--- src/core/sdid_pkg.sv ---
package sdid_pkg;

   // Core clock and the controller timing it is checked against
   localparam int CLK_PERIOD_NS = 100;
   localparam int DIR_SETUP_NS  = 5000;
   localparam int PULSE_MIN_NS  = 1200;
   // Least times round up to whole cycles
   localparam int DIR_SETUP_CYC =
      (DIR_SETUP_NS + CLK_PERIOD_NS - 1) / CLK_PERIOD_NS;
   localparam int PULSE_MIN_CYC =
      (PULSE_MIN_NS + CLK_PERIOD_NS - 1) / CLK_PERIOD_NS;
   localparam int CNT_W         = 8;

   // Register map, byte addresses
   localparam int          ADDR_W      = 12;
   localparam logic [11:0] ADDR_CTRL   = 12'h000;
   localparam logic [11:0] ADDR_STATUS = 12'h004;
   localparam logic [11:0] ADDR_POS    = 12'h008;
   localparam logic [11:0] ADDR_ERR    = 12'h00C;

   // Control register fields
   localparam int         CTRL_W          = 8;
   localparam int         CTRL_MODE_BIT   = 0;
   localparam int         CTRL_POL_BIT    = 1;
   localparam int         CTRL_STYLE_BIT  = 2;
   localparam int         CTRL_GATED_BIT  = 3;
   localparam int         CTRL_RES_LSB    = 4;
   localparam int         RES_W           = 4;
   localparam logic [7:0] CTRL_RESET      = 8'h00;

   // Status register fields
   localparam int STAT_EN_BIT    = 0;
   localparam int STAT_DIR_BIT   = 1;
   localparam int STAT_FB_BIT    = 2;
   localparam int STAT_DIV_LSB   = 8;

   // Sticky error register fields
   localparam int         ERR_W          = 2;
   localparam int         ERR_PULSE_BIT  = 0;
   localparam int         ERR_SETUP_BIT  = 1;
   localparam logic [1:0] ERR_RESET      = 2'h0;

   // Resolution divisors
   localparam int         DIV_W        = 9;
   localparam logic [8:0] DIV_BIN_BASE = 9'h002;
   localparam logic [8:0] DIV_DEC_0    = 9'h005;
   localparam logic [8:0] DIV_DEC_1    = 9'h00A;
   localparam logic [8:0] DIV_DEC_2    = 9'h019;
   localparam logic [8:0] DIV_DEC_3    = 9'h032;
   localparam logic [8:0] DIV_DEC_4    = 9'h07D;
   localparam logic [8:0] DIV_DEC_5    = 9'h0FA;
   localparam logic [8:0] DIV_FALLBACK = 9'h100;

endpackage

--- src/core/sdid_sync.sv ---
`timescale 1ns/10ps
`default_nettype none

module sdid_sync #(
   parameter int W = 1
) (
   input  wire logic         i_mclk,
   input  wire logic         i_srst,
   input  wire logic [W-1:0] i_async,
   output logic      [W-1:0] o_sync
);

   typedef struct packed {
      logic [W-1:0] meta;
      logic [W-1:0] sync;
   } sdid_sync_s;

   sdid_sync_s st_r;
   sdid_sync_s st_nxt;

   if (W < 1) begin : g_bad_w
      $error("sdid_sync: width must be at least one");
   end

   // First stage feeds only the second stage
   always_comb begin
      st_nxt      = st_r;
      st_nxt.meta = i_async;
      st_nxt.sync = st_r.meta;
   end

   always_ff @(posedge i_mclk) begin
      if (i_srst) begin
         st_r <= '0;
      end else begin
         st_r <= st_nxt;
      end
   end

   assign o_sync = st_r.sync;

endmodule
`default_nettype wire

--- src/core/sdid_res_dec.sv ---
`timescale 1ns/10ps
`default_nettype none

module sdid_res_dec
   import sdid_pkg::*;
(
   input  wire logic [RES_W-1:0] i_sw,
   output logic      [DIV_W-1:0] o_div,
   output logic                  o_fallback
);

   logic [2:0] code;

   always_comb begin
      code       = i_sw[3:1];
      o_fallback = 1'b0;
      o_div      = DIV_FALLBACK;
      if (!i_sw[0]) begin
         o_div = DIV_BIN_BASE << code;
      end else begin
         case (code)
            3'h0: o_div = DIV_DEC_0;
            3'h1: o_div = DIV_DEC_1;
            3'h2: o_div = DIV_DEC_2;
            3'h3: o_div = DIV_DEC_3;
            3'h4: o_div = DIV_DEC_4;
            3'h5: o_div = DIV_DEC_5;
            default: begin
               o_div      = DIV_FALLBACK;
               o_fallback = 1'b1;
            end
         endcase
      end
   end

endmodule
`default_nettype wire

--- src/core/sdid_top.sv ---
// What this block does
// - Pulse/direction: one microstep per selected edge
// - Pulse/direction: direction input is a static level
// - Dual-pulse: step input gives forward pulses
// - Dual-pulse: direction input gives reverse pulses
// - Gate high enables for NPN, inverted otherwise
// - Unconnected gate leaves the drive enabled
// - Decode b5..b8 into step resolution
`timescale 1ns/10ps
`default_nettype none

module sdid_top
   import sdid_pkg::*;
#(
   parameter int POS_W = 32
) (
   input  wire logic              i_mclk,
   input  wire logic              i_srst,
   input  wire logic              i_psel,
   input  wire logic              i_penable,
   input  wire logic              i_pwrite,
   input  wire logic [ADDR_W-1:0] i_paddr,
   input  wire logic [31:0]       i_pwdata,
   output logic      [31:0]       o_prdata,
   output logic                   o_pready,
   output logic                   o_pslverr,
   input  wire logic              i_step_pulse_input,
   input  wire logic              i_rotation_sense_input,
   input  wire logic              i_output_gate_input,
   output logic                   o_step_event,
   output logic                   o_step_dir,
   output logic                   o_drive_enable,
   output logic      [DIV_W-1:0]  o_res_div,
   output logic                   o_res_fallback
);

   if (POS_W < 2 || POS_W > 32) begin : g_bad_pos
      $error("sdid_top: position width must be 2 to 32");
   end

   typedef struct packed {
      logic [CTRL_W-1:0] ctrl;
      logic [POS_W-1:0]  pos;
      logic [ERR_W-1:0]  err;
      logic              fwd_prev;
      logic              rev_prev;
      logic              dir_prev;
      logic [CNT_W-1:0]  dir_age;
      logic [CNT_W-1:0]  width;
      logic              step_ev;
      logic              step_dir;
      logic              drv_en;
      logic [DIV_W-1:0]  div;
      logic              fallback;
      logic [31:0]       prdata;
      logic              pready;
      logic              pslverr;
   } sdid_state_s;

   sdid_state_s st_r;
   sdid_state_s st_nxt;

   logic [2:0]       pins_sync;
   logic             step_s;
   logic             dir_s;
   logic             gate_s;
   logic [DIV_W-1:0] dec_div;
   logic             dec_fallback;

   sdid_sync #(
      .W (3)
   ) u_sync (
      .i_mclk  (i_mclk),
      .i_srst  (i_srst),
      .i_async ({i_output_gate_input, i_rotation_sense_input,
                 i_step_pulse_input}),
      .o_sync  (pins_sync)
   );

   assign step_s = pins_sync[0];
   assign dir_s  = pins_sync[1];
   assign gate_s = pins_sync[2];

   sdid_res_dec u_res_dec (
      .i_sw       (st_r.ctrl[CTRL_RES_LSB +: RES_W]),
      .o_div      (dec_div),
      .o_fallback (dec_fallback)
   );

   logic             mode_dual;
   logic             pol_low;
   logic             fwd_n;
   logic             rev_n;
   logic             fwd_rise;
   logic             rev_rise;
   logic             fwd_fall;
   logic             enabled;
   logic             ev;
   logic             ev_dir;
   logic [ERR_W-1:0] err_set;
   logic             setup;
   logic             commit_wr;
   logic             hit;
   logic [31:0]      rd_val;

   always_comb begin
      st_nxt    = st_r;
      mode_dual = st_r.ctrl[CTRL_MODE_BIT];
      pol_low   = st_r.ctrl[CTRL_POL_BIT];
      err_set   = '0;

      // Normalise so that the active edge or level is always a rise
      fwd_n    = step_s ^ pol_low;
      rev_n    = dir_s ^ pol_low;
      fwd_rise = fwd_n & ~st_r.fwd_prev;
      rev_rise = rev_n & ~st_r.rev_prev;
      fwd_fall = ~fwd_n & st_r.fwd_prev;
      st_nxt.fwd_prev = fwd_n;
      st_nxt.rev_prev = rev_n;
      st_nxt.dir_prev = dir_s;

      // Unconnected gate is modelled by the gated bit left clear
      if (!st_r.ctrl[CTRL_GATED_BIT]) begin
         enabled = 1'b1;
      end else begin
         enabled = gate_s ^ st_r.ctrl[CTRL_STYLE_BIT];
      end

      if (!mode_dual) begin
         ev     = fwd_rise;
         ev_dir = dir_s;
      end else begin
         // Coincident forward and reverse pulses cancel out
         ev     = fwd_rise ^ rev_rise;
         ev_dir = rev_rise;
      end
      // A disabled drive ignores step commands
      ev = ev & enabled;

      // Direction age since last level change, saturating
      if (dir_s != st_r.dir_prev) begin
         st_nxt.dir_age = '0;
      end else if (st_r.dir_age != {CNT_W{1'b1}}) begin
         st_nxt.dir_age = st_r.dir_age + 1'b1;
      end
      if (!mode_dual && fwd_rise &&
          st_r.dir_age < CNT_W'(DIR_SETUP_CYC)) begin
         err_set[ERR_SETUP_BIT] = 1'b1;
      end

      // Active width of the step input, saturating
      if (!fwd_n) begin
         st_nxt.width = '0;
      end else if (st_r.width != {CNT_W{1'b1}}) begin
         st_nxt.width = st_r.width + 1'b1;
      end
      if (fwd_fall && st_r.width < CNT_W'(PULSE_MIN_CYC)) begin
         err_set[ERR_PULSE_BIT] = 1'b1;
      end

      st_nxt.step_ev  = ev;
      st_nxt.drv_en   = enabled;
      st_nxt.div      = dec_div;
      st_nxt.fallback = dec_fallback;
      if (ev) begin
         st_nxt.step_dir = ev_dir;
         if (ev_dir) begin
            st_nxt.pos = st_r.pos - 1'b1;
         end else begin
            st_nxt.pos = st_r.pos + 1'b1;
         end
      end

      // APB: answer prepared in setup, presented in one access cycle
      setup     = i_psel & ~i_penable;
      commit_wr = i_psel & i_penable & st_r.pready & i_pwrite &
                  ~st_r.pslverr;
      hit       = 1'b1;
      rd_val    = '0;
      case (i_paddr)
         ADDR_CTRL: begin
            rd_val[CTRL_W-1:0] = st_r.ctrl;
         end
         ADDR_STATUS: begin
            rd_val[STAT_EN_BIT]               = st_r.drv_en;
            rd_val[STAT_DIR_BIT]              = st_r.step_dir;
            rd_val[STAT_FB_BIT]               = st_r.fallback;
            rd_val[STAT_DIV_LSB +: DIV_W]     = st_r.div;
         end
         ADDR_POS: begin
            rd_val[POS_W-1:0] = st_r.pos;
         end
         ADDR_ERR: begin
            rd_val[ERR_W-1:0] = st_r.err;
         end
         default: begin
            hit = 1'b0;
         end
      endcase

      st_nxt.pready  = setup;
      st_nxt.pslverr = setup & ~hit;
      st_nxt.prdata  = (setup && !i_pwrite) ? rd_val : '0;

      st_nxt.err = st_r.err;
      if (commit_wr) begin
         case (i_paddr)
            ADDR_CTRL: st_nxt.ctrl = i_pwdata[CTRL_W-1:0];
            ADDR_POS:  st_nxt.pos  = i_pwdata[POS_W-1:0];
            ADDR_ERR:  st_nxt.err  = st_r.err & ~i_pwdata[ERR_W-1:0];
            default:   st_nxt.ctrl = st_r.ctrl;
         endcase
      end
      // Hardware set wins over a same-cycle clear
      st_nxt.err = st_nxt.err | err_set;
   end

   always_ff @(posedge i_mclk) begin
      if (i_srst) begin
         st_r          <= '0;
         st_r.ctrl     <= CTRL_RESET;
         st_r.err      <= ERR_RESET;
         st_r.drv_en   <= 1'b1;
         st_r.div      <= DIV_BIN_BASE;
      end else begin
         st_r <= st_nxt;
      end
   end

   assign o_prdata       = st_r.prdata;
   assign o_pready       = st_r.pready;
   assign o_pslverr      = st_r.pslverr;
   assign o_step_event   = st_r.step_ev;
   assign o_step_dir     = st_r.step_dir;
   assign o_drive_enable = st_r.drv_en;
   assign o_res_div      = st_r.div;
   assign o_res_fallback = st_r.fallback;

endmodule
`default_nettype wire

--- config.mk ---
export PLATFORM = sky130hd
export DESIGN_NAME = sdid_top
export DESIGN_NICKNAME = d
export VERILOG_FILES = /design/src/core/sdid_pkg.sv /design/src/core/sdid_sync.sv /design/src/core/sdid_res_dec.sv /design/src/core/sdid_top.sv
export SDC_FILE = /design/constraint.sdc
export NUM_CORES = 1
export LEC_CHECK = 0
export BUFFER_PORTS_ARGS = -buffer_cell sky130_fd_sc_hd__buf_2
export CORE_MARGIN = 8
export CORE_UTILIZATION = 60
export CTS_CLUSTER_SIZE = 10
export DETAILED_ROUTE_END_ITERATION = 8
export PLACE_DENSITY = 0.81
export SYNTH_ARGS = -nofsm -noshare
export SYNTH_HDL_FRONTEND = slang
export SYNTH_SLANG_ARGS = --single-unit
--- constraint.sdc ---
create_clock -name i_mclk -period 11.2 [get_ports i_mclk]
set_clock_uncertainty 0.15 [all_clocks]
set_input_delay 2.24 -clock i_mclk [delete_from_list [all_inputs] [get_ports i_mclk]]
set_output_delay 2.24 -clock i_mclk [all_outputs]
set_load 0.01 [all_outputs]
Yosys cells after proc, flatten, opt, wreduce, memory -nomap -nowiden
Cells that the tools add are included.
{ "word_totals": {"register_bits": 114, "inputBits": 52, "output_inout_bits": 47, "word_cells": 97} }
{ "classes": {"add_sub_neg": 4, "magnitude_cmp": 2, "eq_ne": 11, "n_shift": 1, "n_mux": 18, "bitwise": 26, "n_reduce_logical": 16} }
{ "op_table": {"columns": ["cell", "count"], "rows": [
  ["$mux 32", 3],
  ["$pmux 9 s6", 1],
  ["$mux 34", 1],
  ["$add 32x1->32 const B", 1],
  ["$sub 32x1->32 const B", 1],
  ["$eq 12x4->1 const B", 2],
  ["$pmux 9 s2", 1],
  ["$add 8x1->8 const B", 2],
  ["$ne 8x8->1 const B", 2],
  ["$eq 12x3->1 const B", 1],
  ["$logic_not 12->1", 1],
  ["$and 1x1->1", 10],
  ["$pmux 5 s2", 1],
  ["$mux 9", 1],
  ["$not 1->1", 9],
  ["$shl 2x3->9 const A", 1],
  ["$lt 8x4->1 const B", 1],
  ["$lt 8x6->1 const B", 1],
  ["$pmux 2 s4", 1],
  ["$reduce_or 2->1", 4],
  ["$mux 1", 7],
  ["$eq 3x2->1 const B", 2],
  ["$eq 3x3->1 const B", 2],
  ["$reduce_or 6->1", 1],
  ["14 further kinds", 21]
]} }

Depth between registers and ports, before layout
{ "logic_depth": {"depth_word": 9, "mapped_depth": 15, "ltp_nobuf": 13} }

Modules after synthesis
From an unflattened synthesis, not the netlist that was laid out.
{ "hier_totals": {"cells_unflattened": 782, "area_unflattened_um2": 6520.0} }
{ "modules_own_cells": {"columns": ["module", "instances", "cells_each", "area_each_um2", "seq_area_each_um2"], "rows": [
  ["sdid_top", 1, 737, 6142.1, 2162.1],
  ["sdid_res_dec", 1, 33, 220.2, 0.0],
  ["sdid_sync", 1, 12, 157.7, 120.1]
]} }

Worst setup path before layout
OpenSTA, ideal clock, no wires.
{ "synth_timing": {"path_kind": "input -> register", "from": "input port i_paddr[7]", "to": "register st_r[94] (netlist bit)", "setup_ps": 134, "t_arrival_ps": 3863, "t_required_ps": 10916, "setup_slack_ps": 7053, "path_stages": 7, "n_path_buf": 1, "path_cell_list": "nor4_1 -> nand3_1 -> clkbuf_1 -> or3_1 -> nand2_1 -> nor4_1 -> or4_1"} }
{ "synth_between": {"elab_chain_cells": 3} }
{ "synth_lines": {"columns": ["item", "line_no", "source"], "rows": [
  ["start: declaration", "sdid_top.sv:22", "input wire logic [ADDR_W-1:0] i_paddr,"],
  ["$eq 12x4->1", "sdid_top.sv:207", "case (i_paddr)"],
  ["$mux 32", "sdid_top.sv:207", null],
  ["$mux 34", "sdid_top.sv:206", "if (commit_wr) begin"],
  ["end signal: assignment", "sdid_top.sv:226", "st_r <= st_nxt;"],
  ["end: declaration", "sdid_top.sv:60", "sdid_state_s st_r;"]
]} }
Every way passes these cells.
A chain may end at the register's enable or synchronous reset.

Final worst setup path
{ "layout_timing": {"from": "input port i_srst", "to": "register st_r (netlist bit o_prdata[30])"} }
{ "layout_between": {"elab_chain_cells": 1} }
{ "layout_lines": {"columns": ["item", "line_no", "source"], "rows": [
  ["start: declaration", "sdid_top.sv:18", "input wire logic i_srst,"],
  ["$reduce_or 3->1 (no line)", null, null]
]} }
Every way passes these cells.

==> implementation parameters <==
Parameter                              Value

Worst setup path
  CP required ... approximately 12 ns
  CP max FO ... 70
  CP max-delay cell ... sky130_fd_sc_hd__nor2_1
  Critical R2R Launch ... u_sync.o_sync[1]$_SDFF_PP0_
  Critical Path Max Stage Delay ... 0.79 ns
  Crit-path cells ... buf_2 > buf_4 > nor3b_1 > nand2b_1 > or3_1 > nor2_1 > and2_1
  Crit path launch type ... input pin
  Capturing element type of the critical path ... flop
  Path type of the worst setup path ... input pin to flop
  Arr. time, crit path ... 4.99 ns
  Worst setup path startpoint ... i_srst

Die
  I/O pin total ... 99
  Initial core utilization ... 0.6114
  Die Outline Area ... between 10000 and 15000 sq um
  Die Ht ... 120.9 um
  Number of core rows ... 38
  Core Box Area ... 10790 sq um
  Width of the die ... 120.9 um

Logic synthesis
  Syn nets ... 882
  Number of cells produced by synthesis ... 794
  Synthesis Warnings ... 0
  EDFF count, synth ... 0
  Part of the Yosys area used for sequential elements ... 0.3458
  #FFs+latches synth ... approximately 110
  Netlist Area Pre-Place ... 6599 sq um
  Avg Synthesized Cell Area ... 8.311 sq um
  Count of unique library cells instantiated by Yosys ... 72
  Commonest register cell after synthesis ... sky130_fd_sc_hd__dfxtp_1
  Ys async rst share ... 0

STA
  Transition time at the pin with the least slew margin ... around 1.1 ns
  Max-slew violation count ... 0
  Period utilization ... 0.4184
  Achievable Freq ... 0.2134 GHz
  Max-slew headroom ... 0.2321
  Final critical-path required period ... about 4.7 ns
  Final TNS setup ... 0 ns
  Final count of hold timing violations ... 0
  Setup Viol. Count Final ... 0
  Unrepaired setup endpoints after global routing ... no
  Final worst setup slack ... roughly 6.5 ns

CTS
  Root buf cell ... sky130_fd_sc_hd__clkbuf_8
  CTS tree ... built
  Clock network latency to the later pin of the worst-skew pair ... 0.52 ns
  Post CTS Setup Buffer Count ... 0
  Post-cts hold buffer count ... 0
  Clock H-tree levels ... 4
  Number of resized instances in the post-cts repair step ... 0
  Bufs on Longest Clock Path ... 2
  Clock sink count ... about 110
  Total clock buffers created by CTS ... 17
  Clock-pin slew of the registers on the worst-case setup and hold paths ... 0.05 ns

GRT
  Global-route wire length before repair ... 27100 um
  Antenna violations before repair ... 0
  Vias in the first global route ... 5810
  All-Layer GR Usage ... 0.2256
  Pin count of the biggest net entering global routing ... 71
  Residual overflow from global routing ... 0

Place
  Worst setup slack after placement ... 5.998 ns
  Placed cell count ... ~960
  Sum of net half-perimeters after detailed placement ... 11580 um
  Routability Congestion ... 0.9465
  Port Buffer Count ... a little under 100

Power and ir drop
  Leak ... 3.195 nW
  PnR Total Power ... 1.033 mW
  Switching power ... about 0.24 mW
  VDD IR max ... a little over 0.0001 V
  Gate power share ... 0.090
  Internal ... slightly below 0.8 mW
  Sequential group share of total power ... 0.406
  Switching part of the total ... 0.2319
  Cell area power density ... ~140 nW/um^2
  Clock Power Share ... 0.504

Detailed routing
  Wirelength per Cell ... 16.47 um
  Routed Wire Length ... 16240 um
  Via count of the routed design ... slightly below 6000
  Length of the first detailed-routing pass in iterations ... 5
  Starting DRT DRC Count ... 584
  Count of nets left with antenna violations after detail routing ... 0
  Vias per cell ... around 6.0
  Remaining design rule violation count ... 0

Job
  Max Cap Violations ... 0

Finish
  Antenna diode instance count ... 0
  Filler Cells Inserted ... 838
  Nets ... 922
  Leading cell type in the layout, fill and taps excluded ... sky130_fd_sc_hd__dfxtp_1
  Commonest non-fill, non-tap cells in the layout ... 114 x sky130_fd_sc_hd__dfxtp_1, 98 x sky130_fd_sc_hd__buf_2, 93 x sky130_fd_sc_hd__nor2_1, 68 x sky130_fd_sc_hd__nand2_1, 51 x sky130_fd_sc_hd__a21oi_1
  Cell Count, Final, Fillers Out ... approximately 990
  Final Core Density ... 0.6878
  Fraction of final layout cells with drive strength greater than 1 ... 0.1856
  Synthesis-to-finish area growth ... 12.50%

Status
  Run status ... finished, final reports clean

Min path
  Startpoint of the most critical hold path ... u_sync.st_nxt[1]$_SDFF_PP0_
  Worst hold-check path type ... flop to flop
[per-layer routing]
layer	vias to the layer above	track usage	routed length [um]
met5	-	0	0
met4	0	0.1069	365
met3	28	0.05724	1115
met2	192	0.3682	7825
met1	2783	0.2724	6930
li1	2890	-	-
[through the flow]
step / area (sq um) / hold WS [ns]
after detailed placement: 6837 / 0.2826
after CTS: 7423 / 0.2996
after global placement: 6837 / 0.2843
final: 7423 / 0.2949
after global routing: 7423 / 0.3153
after floorplan: 6599 / 0.2638
[final timing paths]
check                                                    to  slack [ns]  cells after the start
worst min register to register  u_sync.o_sync[1]$_SDFF_PP0_        0.29                      1
worst max-delay path                o_prdata[30]$_SDFF_PP0_        6.51                      7
worst max register to register          st_r[95]$_SDFF_PP0_        7.02                     13
worst min-delay path            u_sync.o_sync[1]$_SDFF_PP0_        0.29                      1
[sequential cells by signal, summed over array words and instances (netlist names)]
| register | cells |
|---|---|
| st_r | 59 |
| o_prdata | 32 |
| o_res_div | 9 |
| u_sync.o_sync | 3 |
| u_sync.st_nxt | 3 |
| mode_dual | 1 |
| o_drive_enable | 1 |
| o_pready | 1 |
| o_pslverr | 1 |
| o_res_fallback | 1 |
| o_step_dir | 1 |
| o_step_event | 1 |
| pol_low | 1 |
[critical path: cells and delay by family]
family | cells | cell delay, ns
and+or+nand+nor | 5 | 2.30
buffers and inverters | 2 | 0.41
[cells by family (layout without fill, tap and decap cells)]
kind of cell / count (synthesis) / in the layout / synth area share
adders and majority gates: 36 / 36 / 0.06940
muxes: 23 / 23 / 0.03925
and+or+nand+nor: 314 / 314 / 0.2355
xor gates and xnor gates: 28 / 28 / 0.03716
buffers and inverters: 99 / 151 / 0.08172
DFF: 114 / 114 / 0.3458
AOI/OAI and AO/OA: 180 / 180 / 0.1911
[power by group through the flow]
stage	Clock (mW)	Combinational, mW	Sequential, mW
CTS	0.530	0.0918	0.420
finish	0.521	0.0926	0.420
global placement	0	0.0872	0.428
floorplan	0	0.0662	0.426
global route	0.552	0.103	0.420
detailed placement	0	0.0911	0.428
[synthesized netlist by cell type, drive strengths merged (10+ instances only)]
library cell / count / area (sq um)
a211oi: 15 / 112.6
a21o: 12 / 90.09
a21oi: 51 / 255.2
a311oi: 12 / 105.1
a31oi: 11 / 68.82
and2: 18 / 112.6
and3: 11 / 68.82
buf: 55 / 372.9
clkbuf: 28 / 106.4
dfxtp: 114 / 2282
ha: 35 / 437.9
inv: 16 / 60.06
mux2i: 18 / 180.2
nand2: 68 / 255.2
nand2b: 11 / 68.82
nand3: 24 / 120.1
nand4: 12 / 75.07
nor2: 96 / 367.8
nor2b: 10 / 62.56
nor3: 27 / 145.1
o211ai: 11 / 87.58
o21ai: 27 / 142.6
xnor2: 13 / 113.9
xor2: 15 / 131.4
[cell type report]
type / count / area [sq um] / share of cell area
Multi-Input combinational cell: 581 / 3784 / 0.5097
Inverter: 16 / 60.06 / 0.008090
Clock buffer: 22 / 483.0 / 0.06506
Clock inverter: 9 / 103.9 / 0.01399
Sequential cell: 114 / 2282 / 0.3074
Timing Repair Buffer: 104 / 535.5 / 0.07214
Tap cell: 140 / 175.2 / 0.02360
Power figures use the tool's default switching activity.
